--- config.mk ---
export PLATFORM = sky130hd
export DESIGN_NAME = crv_core_regs
export DESIGN_NICKNAME = d
export VERILOG_FILES = /design/src/crv_pkg.sv /design/src/crv_bit_gate.sv /design/src/crv_core_regs.sv
export SDC_FILE = /design/constraint.sdc
export NUM_CORES = 1
export LEC_CHECK = 0
export BUFFER_PORTS_ARGS = -buffer_cell sky130_fd_sc_hd__clkbuf_2
export CORE_MARGIN = 1.5
export CORE_UTILIZATION = 64
export DETAILED_ROUTE_END_ITERATION = 6
export PLACE_DENSITY_LB_ADDON = 0.05
export SYNTH_ARGS = -nofsm -noshare
export SYNTH_HDL_FRONTEND = slang
export SYNTH_SLANG_ARGS = --single-unit
export TNS_END_PERCENT = 20
--- constraint.sdc ---
create_clock -name clk_i -period 6.6 [get_ports clk_i]
set_input_delay 0.66 -clock clk_i [delete_from_list [all_inputs] [get_ports clk_i]]
set_output_delay 0.66 -clock clk_i [all_outputs]
set_load 0.005 [all_outputs]
--- src/crv_pkg.sv ---
// crv_pkg: widths, reset patterns, masks and select codes of the core register bank.
// assumes a single core clock; reset events arrive as synchronous one-cycle pulses.
package crv_pkg;
	localparam int PC_W = 21;
	localparam int SP_FIELD_W = 5;
	// stack pointer layout: full flag, underflow flag, unimplemented bit, pointer field
	localparam int SP_FULL_BIT = 7;
	localparam int SP_UNDER_BIT = 6;
	localparam logic [7:0] SP_IMPL_MASK = 8'hDF;
	localparam logic [SP_FIELD_W-1:0] SP_FIELD_MAX = 5'h1F;
	// interrupt control a: global enables and wake flag field
	localparam int GIE_HIGH_BIT = 7;
	localparam int GIE_LOW_BIT = 6;
	localparam int CTRL_A_FLAG_W = 3;
	localparam int CTRL_C_FLAG_W = 2;
	localparam logic [7:0] CTRL_A_POR = 8'h00;
	localparam logic [7:0] CTRL_A_KEEP_MASK = 8'h01;
	localparam logic [7:0] CTRL_B_POR = 8'hF5;
	localparam logic [7:0] CTRL_B_IMPL_MASK = 8'hF5;
	localparam logic [7:0] CTRL_C_POR = 8'hC0;
	localparam logic [7:0] CTRL_C_IMPL_MASK = 8'hDB;
	localparam logic [7:0] PIR_POR = 8'h00;
	// interrupt vectors taken on an interrupt wake-up
	localparam logic [PC_W-1:0] VEC_HIGH = 21'h000008;
	localparam logic [PC_W-1:0] VEC_LOW = 21'h000018;
	localparam logic [PC_W-1:0] WAKE_STEP = 21'h000002;
	// widths of the narrow upper bytes, then the full width of file select 0
	localparam int TOS_U_W = 5;
	localparam int PCLAT_U_W = 5;
	localparam int TBL_U_W = 6;
	localparam int FSR_W = 12;
	// first port bit that depends on the oscillator mode
	localparam int PORT_GATED_BIT = 6;
	localparam logic [7:0] PORT_LATCH_POR = 8'h00;
	localparam logic [7:0] PORT_DIR_POR = 8'hFF;
	localparam logic [7:0] DATA_POR = 8'h00;

	// register select for the software access port
	typedef enum logic [4:0] {
		SEL_TOS_U = 5'h00, SEL_TOS_H = 5'h01, SEL_TOS_L = 5'h02, SEL_RETURN_STACK_POINTER = 5'h03,
		SEL_PCLAT_U = 5'h04, SEL_PCLAT_H = 5'h05, SEL_PC_L = 5'h06,
		SEL_TBL_U = 5'h07, SEL_TBL_H = 5'h08, SEL_TBL_L = 5'h09, SEL_TABLE_READ_LATCH = 5'h0A,
		SEL_PROD_H = 5'h0B, SEL_PROD_L = 5'h0C,
		SEL_CTRL_A = 5'h0D, SEL_CTRL_B = 5'h0E, SEL_CTRL_C = 5'h0F, SEL_PIR = 5'h10,
		SEL_FSR0_H = 5'h11, SEL_FSR0_L = 5'h12, SEL_WORKING_REGISTER = 5'h13,
		SEL_INDIRECT = 5'h14,
		SEL_PORT_IN = 5'h15, SEL_PORT_LAT = 5'h16, SEL_PORT_DIR = 5'h17
	} crv_sel_type;
endpackage

--- src/crv_bit_gate.sv ---
// crv_bit_gate: forces one bit of a port register to zero unless it exists and is enabled.
// assumes the enable is a level from the oscillator configuration.
`timescale 1ns/1ps
module crv_bit_gate
	import crv_pkg::*;
#(
	parameter int W = 8,
	parameter int GATED_BIT = 6,
	parameter bit PRESENT = 1'b1
)(
	input wire logic [W-1:0] raw_i,
	input wire logic enable_i,
	output logic [W-1:0] gated_o
);
	// absent or disabled bit reads as zero, all others pass untouched
	always_comb
	begin
		gated_o = raw_i;
		gated_o[GATED_BIT] = raw_i[GATED_BIT] & enable_i & PRESENT;
	end
endmodule // crv_bit_gate

--- src/crv_core_regs.sv ---
// crv_core_regs: core special registers with power-on, other-reset and wake-up initialisation.
// assumes reset and wake events are one-cycle synchronous pulses from the reset/sleep logic.
// Notes on behaviour
// - power-on or brown-out clears stack, pointers, pc; loads interrupt control patterns.
// - other resets keep both stack flags and ctrl_a bit 0, clear pointer field, else as brown-out.
// - wake-up leaves registers unchanged; program counter moves two bytes past sleep.
// - interrupt wake with a global enable set loads the matching interrupt vector.
// - that wake pushes the program counter plus two to stack top and advances pointer, or sets the full flag when the field is full.
// - interrupt wake needs a flag set; flags are the only interrupt bits changed.
// - first port bit 6 works only in external clock or rc io modes.
// - where bit 6 is absent, reads of it return zero.
`timescale 1ns/1ps
module crv_core_regs
	import crv_pkg::*;
#(
	parameter bit PORT_BIT6_PRESENT = 1'b1
)(
	input wire logic clk_i,
	input wire logic rst_b_i,
	input wire logic bor_i,
	input wire logic other_rst_i,
	input wire logic wake_wdt_i,
	input wire logic wake_irq_i,
	input wire logic [CTRL_A_FLAG_W-1:0] wake_flags_a_i,
	input wire logic [CTRL_C_FLAG_W-1:0] wake_flags_c_i,
	input wire logic [7:0] wake_flags_pir_i,
	input wire logic ext_clock_io_osc_mode_i,
	input wire logic ext_rc_io_osc_mode_i,
	input wire logic wr_en_i,
	input wire logic [4:0] wr_sel_i,
	input wire logic [7:0] wr_data_i,
	input wire logic [4:0] rd_sel_i,
	input wire logic [7:0] indirect_data_i,
	input wire logic [7:0] port_pins_i,
	output logic [7:0] rd_data_o,
	output logic [PC_W-1:0] pc_o,
	output logic [FSR_W-1:0] file_select_0_o,
	output logic [7:0] first_port_latch_o,
	output logic [7:0] first_port_direction_o
);
	typedef struct packed {
		logic [PC_W-1:0] tos;
		logic [7:0] return_stack_pointer;
		logic [PCLAT_U_W-1:0] pc_latch_upper;
		logic [7:0] pc_latch_high;
		logic [PC_W-1:0] pc;
		logic [TBL_U_W+15:0] tblptr;
		logic [7:0] table_read_latch;
		logic [15:0] prod;
		logic [7:0] ctrl_a;
		logic [7:0] ctrl_b;
		logic [7:0] ctrl_c;
		logic [7:0] pir;
		logic [FSR_W-1:0] fsr0;
		logic [7:0] working_register;
		logic [7:0] port_lat;
		logic [7:0] port_dir;
		logic [7:0] rd_data;
	} crv_state_type;

	crv_state_type state_q;
	crv_state_type state_d;
	logic bit6_enable;
	logic irq_wake;
	logic any_flag;
	logic [7:0] port_in_g;
	logic [7:0] port_lat_g;
	logic [7:0] port_dir_g;
	logic [PC_W-1:0] pc_next;
	logic [PC_W-1:0] wake_vector;
	logic take_vector;

	// the clock-out pin is free only in the two io oscillator modes
	assign bit6_enable = ext_clock_io_osc_mode_i | ext_rc_io_osc_mode_i;
	assign any_flag = (|wake_flags_a_i) | (|wake_flags_c_i) | (|wake_flags_pir_i);
	// a wake pulse with no flag behind it is ignored, it cannot be an interrupt wake
	assign irq_wake = wake_irq_i & any_flag;
	assign pc_next = PC_W'(state_q.pc + WAKE_STEP);
	assign take_vector = state_q.ctrl_a[GIE_HIGH_BIT] | state_q.ctrl_a[GIE_LOW_BIT];
	// high-priority enable wins when both are set
	assign wake_vector = state_q.ctrl_a[GIE_HIGH_BIT] ? VEC_HIGH : VEC_LOW;

	// the three port registers share one gating cell each
	crv_bit_gate #(.W(8), .GATED_BIT(PORT_GATED_BIT), .PRESENT(PORT_BIT6_PRESENT)) u_gate_in (
		.raw_i(port_pins_i),
		.enable_i(bit6_enable),
		.gated_o(port_in_g)
	);
	crv_bit_gate #(.W(8), .GATED_BIT(PORT_GATED_BIT), .PRESENT(PORT_BIT6_PRESENT)) u_gate_lat (
		.raw_i(state_q.port_lat),
		.enable_i(bit6_enable),
		.gated_o(port_lat_g)
	);
	crv_bit_gate #(.W(8), .GATED_BIT(PORT_GATED_BIT), .PRESENT(PORT_BIT6_PRESENT)) u_gate_dir (
		.raw_i(state_q.port_dir),
		.enable_i(bit6_enable),
		.gated_o(port_dir_g)
	);

	// next state: brown-out first, then other resets, then wake-up, then software writes
	always_comb
	begin
		state_d = state_q;
		if (bor_i)
		begin
			state_d.tos = '0;
			state_d.return_stack_pointer = '0;
			state_d.pc_latch_upper = '0;
			state_d.pc_latch_high = '0;
			state_d.pc = '0;
			state_d.tblptr = '0;
			state_d.table_read_latch = '0;
			state_d.ctrl_a = CTRL_A_POR;
			state_d.ctrl_b = CTRL_B_POR;
			state_d.ctrl_c = CTRL_C_POR;
			state_d.pir = PIR_POR;
		end
		else if (other_rst_i)
		begin
			state_d.tos = '0;
			// stack flags survive so software can see why it restarted
			state_d.return_stack_pointer = state_q.return_stack_pointer & 8'hC0;
			state_d.pc_latch_upper = '0;
			state_d.pc_latch_high = '0;
			state_d.pc = '0;
			state_d.tblptr = '0;
			state_d.table_read_latch = '0;
			state_d.ctrl_a = (state_q.ctrl_a & CTRL_A_KEEP_MASK) | CTRL_A_POR;
			state_d.ctrl_b = CTRL_B_POR;
			state_d.ctrl_c = CTRL_C_POR;
			state_d.pir = PIR_POR;
		end
		else if (irq_wake)
		begin
			// only flag bits move; enables and edges stay as software left them
			state_d.ctrl_a[CTRL_A_FLAG_W-1:0] = state_q.ctrl_a[CTRL_A_FLAG_W-1:0] | wake_flags_a_i;
			state_d.ctrl_c[CTRL_C_FLAG_W-1:0] = state_q.ctrl_c[CTRL_C_FLAG_W-1:0] | wake_flags_c_i;
			state_d.pir = state_q.pir | wake_flags_pir_i;
			if (take_vector)
			begin
				state_d.pc = wake_vector;
				state_d.tos = pc_next;
				// a full stack sets the full flag instead of wrapping the pointer
				if (state_q.return_stack_pointer[SP_FIELD_W-1:0] == SP_FIELD_MAX)
					state_d.return_stack_pointer[SP_FULL_BIT] = 1'b1;
				else
					state_d.return_stack_pointer[SP_FIELD_W-1:0] = SP_FIELD_W'(state_q.return_stack_pointer[SP_FIELD_W-1:0] + 5'h01);
			end
			else
				state_d.pc = pc_next;
		end
		else if (wake_wdt_i)
			state_d.pc = pc_next;
		else if (wr_en_i)
		begin
			case (wr_sel_i)
				SEL_TOS_U: state_d.tos[PC_W-1:16] = wr_data_i[TOS_U_W-1:0];
				SEL_TOS_H: state_d.tos[15:8] = wr_data_i;
				SEL_TOS_L: state_d.tos[7:0] = wr_data_i;
				SEL_RETURN_STACK_POINTER: state_d.return_stack_pointer = wr_data_i & SP_IMPL_MASK;
				SEL_PCLAT_U: state_d.pc_latch_upper = wr_data_i[PCLAT_U_W-1:0];
				SEL_PCLAT_H: state_d.pc_latch_high = wr_data_i;
				// writing the low byte jumps, taking the upper bytes from the latches
				SEL_PC_L: state_d.pc = {state_q.pc_latch_upper, state_q.pc_latch_high, wr_data_i};
				SEL_TBL_U: state_d.tblptr[TBL_U_W+15:16] = wr_data_i[TBL_U_W-1:0];
				SEL_TBL_H: state_d.tblptr[15:8] = wr_data_i;
				SEL_TBL_L: state_d.tblptr[7:0] = wr_data_i;
				SEL_TABLE_READ_LATCH: state_d.table_read_latch = wr_data_i;
				SEL_PROD_H: state_d.prod[15:8] = wr_data_i;
				SEL_PROD_L: state_d.prod[7:0] = wr_data_i;
				SEL_CTRL_A: state_d.ctrl_a = wr_data_i;
				SEL_CTRL_B: state_d.ctrl_b = wr_data_i & CTRL_B_IMPL_MASK;
				SEL_CTRL_C: state_d.ctrl_c = wr_data_i & CTRL_C_IMPL_MASK;
				SEL_PIR: state_d.pir = wr_data_i;
				SEL_FSR0_H: state_d.fsr0[FSR_W-1:8] = wr_data_i[3:0];
				SEL_FSR0_L: state_d.fsr0[7:0] = wr_data_i;
				SEL_WORKING_REGISTER: state_d.working_register = wr_data_i;
				SEL_PORT_LAT: state_d.port_lat = wr_data_i;
				SEL_PORT_DIR: state_d.port_dir = wr_data_i;
				default: state_d.working_register = state_q.working_register; // indirect and port input hold nothing
			endcase
		end
		// read data is registered; indirect reads pass the addressed byte straight on
		case (rd_sel_i)
			SEL_TOS_U: state_d.rd_data = 8'(state_q.tos[PC_W-1:16]);
			SEL_TOS_H: state_d.rd_data = state_q.tos[15:8];
			SEL_TOS_L: state_d.rd_data = state_q.tos[7:0];
			SEL_RETURN_STACK_POINTER: state_d.rd_data = state_q.return_stack_pointer;
			SEL_PCLAT_U: state_d.rd_data = 8'(state_q.pc_latch_upper);
			SEL_PCLAT_H: state_d.rd_data = state_q.pc_latch_high;
			SEL_PC_L: state_d.rd_data = state_q.pc[7:0];
			SEL_TBL_U: state_d.rd_data = 8'(state_q.tblptr[TBL_U_W+15:16]);
			SEL_TBL_H: state_d.rd_data = state_q.tblptr[15:8];
			SEL_TBL_L: state_d.rd_data = state_q.tblptr[7:0];
			SEL_TABLE_READ_LATCH: state_d.rd_data = state_q.table_read_latch;
			SEL_PROD_H: state_d.rd_data = state_q.prod[15:8];
			SEL_PROD_L: state_d.rd_data = state_q.prod[7:0];
			SEL_CTRL_A: state_d.rd_data = state_q.ctrl_a;
			SEL_CTRL_B: state_d.rd_data = state_q.ctrl_b;
			SEL_CTRL_C: state_d.rd_data = state_q.ctrl_c;
			SEL_PIR: state_d.rd_data = state_q.pir;
			SEL_FSR0_H: state_d.rd_data = 8'(state_q.fsr0[FSR_W-1:8]);
			SEL_FSR0_L: state_d.rd_data = state_q.fsr0[7:0];
			SEL_WORKING_REGISTER: state_d.rd_data = state_q.working_register;
			SEL_INDIRECT: state_d.rd_data = indirect_data_i;
			SEL_PORT_IN: state_d.rd_data = port_in_g;
			SEL_PORT_LAT: state_d.rd_data = port_lat_g;
			SEL_PORT_DIR: state_d.rd_data = port_dir_g;
			default: state_d.rd_data = 8'h00;
		endcase
	end

	// power-on reset loads the same patterns as a brown-out
	always_ff @(posedge clk_i or negedge rst_b_i)
	begin
		if (!rst_b_i)
		begin
			state_q <= '0;
			state_q.ctrl_a <= CTRL_A_POR;
			state_q.ctrl_b <= CTRL_B_POR;
			state_q.ctrl_c <= CTRL_C_POR;
			state_q.port_lat <= PORT_LATCH_POR;
			state_q.port_dir <= PORT_DIR_POR;
			state_q.rd_data <= DATA_POR;
		end
		else
			state_q <= state_d;
	end

	assign rd_data_o = state_q.rd_data;
	assign pc_o = state_q.pc;
	assign file_select_0_o = state_q.fsr0;
	assign first_port_latch_o = port_lat_g;
	assign first_port_direction_o = port_dir_g;
endmodule // crv_core_regs

==> metrics.md <==
| Metric | Value |
|---|---|
| Status | `finished with violations` |
| Failing checks | `design-rule violations` |
| Pre-Repair DR Iteration Count | `7` |
| Sw Share | `26.9%` |
| Setup crit start | `wake_flags_a_i[0]` |
| Reg area | `0.00452 mm²` |
| Initial antenna violation count | `2` |
| GR Util All Layers | `43.7%` |
| Reg power frac | `48.6%` |
| Synth top cells by count | `dfrtp_1 (164), nand3_1 (100), mux2_2 (74)` |
| Cell taking the most area after synthesis | `dfrtp_1` |
| Final setup violation count | `0` |
| Post-synth EDFFs | `0` |
| # hold bufs at CTS | `0` |
| Cts repair resizes | `0` |
| Top Ports | `113` |
| Clk sinks | `180` |
| Starting DRT DRC Count | `between 1500 and 2000` |
| CP Class | `in -> reg` |
| Register-to-Register Path Depth | `6` |
| Die ar. | `0.0165 mm²` |
| Cell with the most instances after synthesis | `dfrtp_1` |
| RSZ-0062 raised after global routing | `false` |
| First-pass GRT wire length | `52.2 mm` |
| Sw power | `about 0.00064 W` |
| Mapped Cells | `1027` |
| Register bit total from synthesis | `180` |
| Power share of the clock group | `41.8%` |
| CTS buffer count | `17` |
| Yosys Warn Count | `0` |
| Worst r2r src | `pc_o[1]` |
| Port-buffer cells | `112` |
| Drt total wl | `35.0 mm` |
| Worst hold path class | `in -> async` |
| Post-DP HPWL | `around 24 mm` |
| CP Max Fanout | `48` |
| Total power | `~0.0024 W` |
| Fill cells | `1221` |
| Top-area cell type share of the netlist area | `40.9%` |
| Worst path arrival time | `3720 ps` |
| Synthesized Nets | `1086` |
| CTS Buffer Depth | `2` |
| Largest net degree at the start of global routing | `roughly 100` |
| Crit. End Element | `flip-flop` |
| Distinct cells, synth | `67` |
| Kind of start point of the critical path | `input port` |
| R2r setup slk | `3850 ps` |
| Peak supply drop | `0.221 mV` |
| P&R area growth vs syn | `8.17%` |
| Via Count | `9244` |
| Logic gate share of total power | `a little under a tenth` |
| Clk root buf | `clkbuf_16` |
| DIE HEIGHT | `128 µm` |
| Vias in the first global route | `8474` |
| Layout cell share with drive strength beyond 1 | `25.6%` |
| Final hold vios | `0` |
| Avg WL per Cell | `27.7 µm` |
| DRC viols | `1` |
| CTS tree | `built` |
| Starting Density | `65.8%` |
| Global route overflow | `0` |
| Vias per inst | `7.31` |
| Fin crit period | `3400 ps` |
| Largest cells by area after synthesis | `dfrtp_1 (41%), mux2_2 (8.3%), nand3_1 (5.0%)` |
| Register area share after synthesis | `45.0%` |
| CTS H-tree depth | `4` |
| Die span in x | `128 µm` |
| GP Congestion | `0.953` |
| Postcts setup bufs | `0` |
| Nets@finish | `1098` |
| Synth Flop Type | `dfrtp_1` |
| Avg Inst Size Synth | `approximately 9.8 µm²` |
| Critical path required time | `between 6000 and 7000 ps` |
| Core Area | `0.0153 mm²` |
| Detail Route Antenna Nets | `0` |
| Fin Setup TNS | `0 ps` |
| Area occupied by multi-input gates | `0.00476 mm²` |
| Headroom to the max-slew limit | `a little under a fifth` |
| Slew Viols, Final | `0` |
| Worst clock skew | `15.8 ps` |
| Row cnt | `45` |
| Leakage | `4.86 nW` |
| Clock slew at reported path FFs | `about 70 ps` |
| Max cap viols | `0` |
| Pwr Density | `218 mW/mm²` |
| Clock latency at the later pin of the worst-skew pair | `around 450 ps` |
| Cell area after synthesis | `approximately 0.01 mm²` |
| FMAX | `0.294 GHz` |
| Worst Max-Slew Pin Slew | `1210 ps` |
| Fraction of registers with async set/reset | `100%` |
| Final Cycle Share | `51.6%` |
| P_int | `approximately 0.0017 W` |
==> state kept, by name, summed over array words and instances (netlist names) <==
name	count
rd_data_o	8
file_select_0_o	12
pc_o	21
state_q	139
==> final cells by class <==
type | instances | share of cell area (%)
inverter | 17 | 0.587
timing repair buffer | 127 | 6.25
tap | 211 | 2.43
antenna | 1 | 0.0230
clock inverter | 13 | 1.14
multi-input combinational | 696 | 43.8
clock buffer | 19 | 4.08
sequential | 180 | 41.6
==> critical path, stage by stage <==
cell and delay, ps:
clkbuf_2 90, or4_1 600, o41a_2 490, buf_4 300
nor2_1 720, a31oi_2 440, mux2_2 390
==> through the flow <==
stage / setup slack [ps] / hold WS (ps) / util (%) / instance area [µm²] / std cells
floorplan: 3820 / 364 / - / 10000 / 1027
global placement: 2890 / 475 / 67.5 / 10300 / 1231
detailed placement: 2830 / 487 / 67.5 / 10300 / 1231
CTS: 3260 / 369 / 71.2 / 10900 / 1263
global route: 3060 / 412 / 71.2 / 10900 / 1263
finish: 3200 / 318 / 71.2 / 10900 / 1264
==> placed cells by master, fill, tap and decap left out, drive strengths merged, types with 12 or more instances in the layout <==
| master | count |
|---|---|
| dfrtp | 164 |
| clkbuf | 130 |
| nand3 | 100 |
| mux2 | 74 |
| o21ai | 69 |
| nand2 | 47 |
| a21oi | 41 |
| a32oi | 32 |
| nand4 | 32 |
| nor2 | 27 |
| and3 | 24 |
| a31oi | 24 |
| inv | 21 |
| nor3 | 19 |
| a22oi | 18 |
| a22o | 16 |
| dfstp | 16 |
| buf | 16 |
| and2 | 15 |
| or3 | 13 |
| mux2i | 12 |
==> path summary, 6_finish.rpt <==
check | endpoint
worst max-delay path | state_q[172]
worst min-delay path | state_q[153]
worst max register to register | state_q[183]
worst min register to register | state_q[170]
max in group asynchronous | state_q[92]
min in group clk_i | state_q[162]
==> per-layer routing <==
metal  wire, µm  global-route usage (%)  share of wire, %
met1      13700                    60.2                39
met2      14200                    59.9                40
met3       4940                    15.5                14
met4       2260                    24.3               6.4
met5          0                       0                 0
==> power groups by stage <==
stage               Clock, W  Combinational (W)  Sequential [W]
floorplan                  0           0.000127         0.00116
global placement           0           0.000215         0.00117
detailed placement         0           0.000217         0.00117
CTS                 0.000989           0.000219         0.00115
global route         0.00102           0.000240         0.00115
finish              0.000990           0.000226         0.00115
==> cell families (layout without fill, tap and decap cells) <==
group	count (synthesis)	after routing	synth area share, %
AO/OA/AOI/OAI	260	260	17.7
XOR/XNOR	14	14	1.22
adder cells (fa/ha/maj)	3	3	0.374
buffers and inverters	151	176	7.91
flip-flops	180	180	45.0
multiplexers	86	86	9.49
other	0	1	0
AND/OR/NAND/NOR	333	333	18.3
Power figures use the tool's default switching activity.
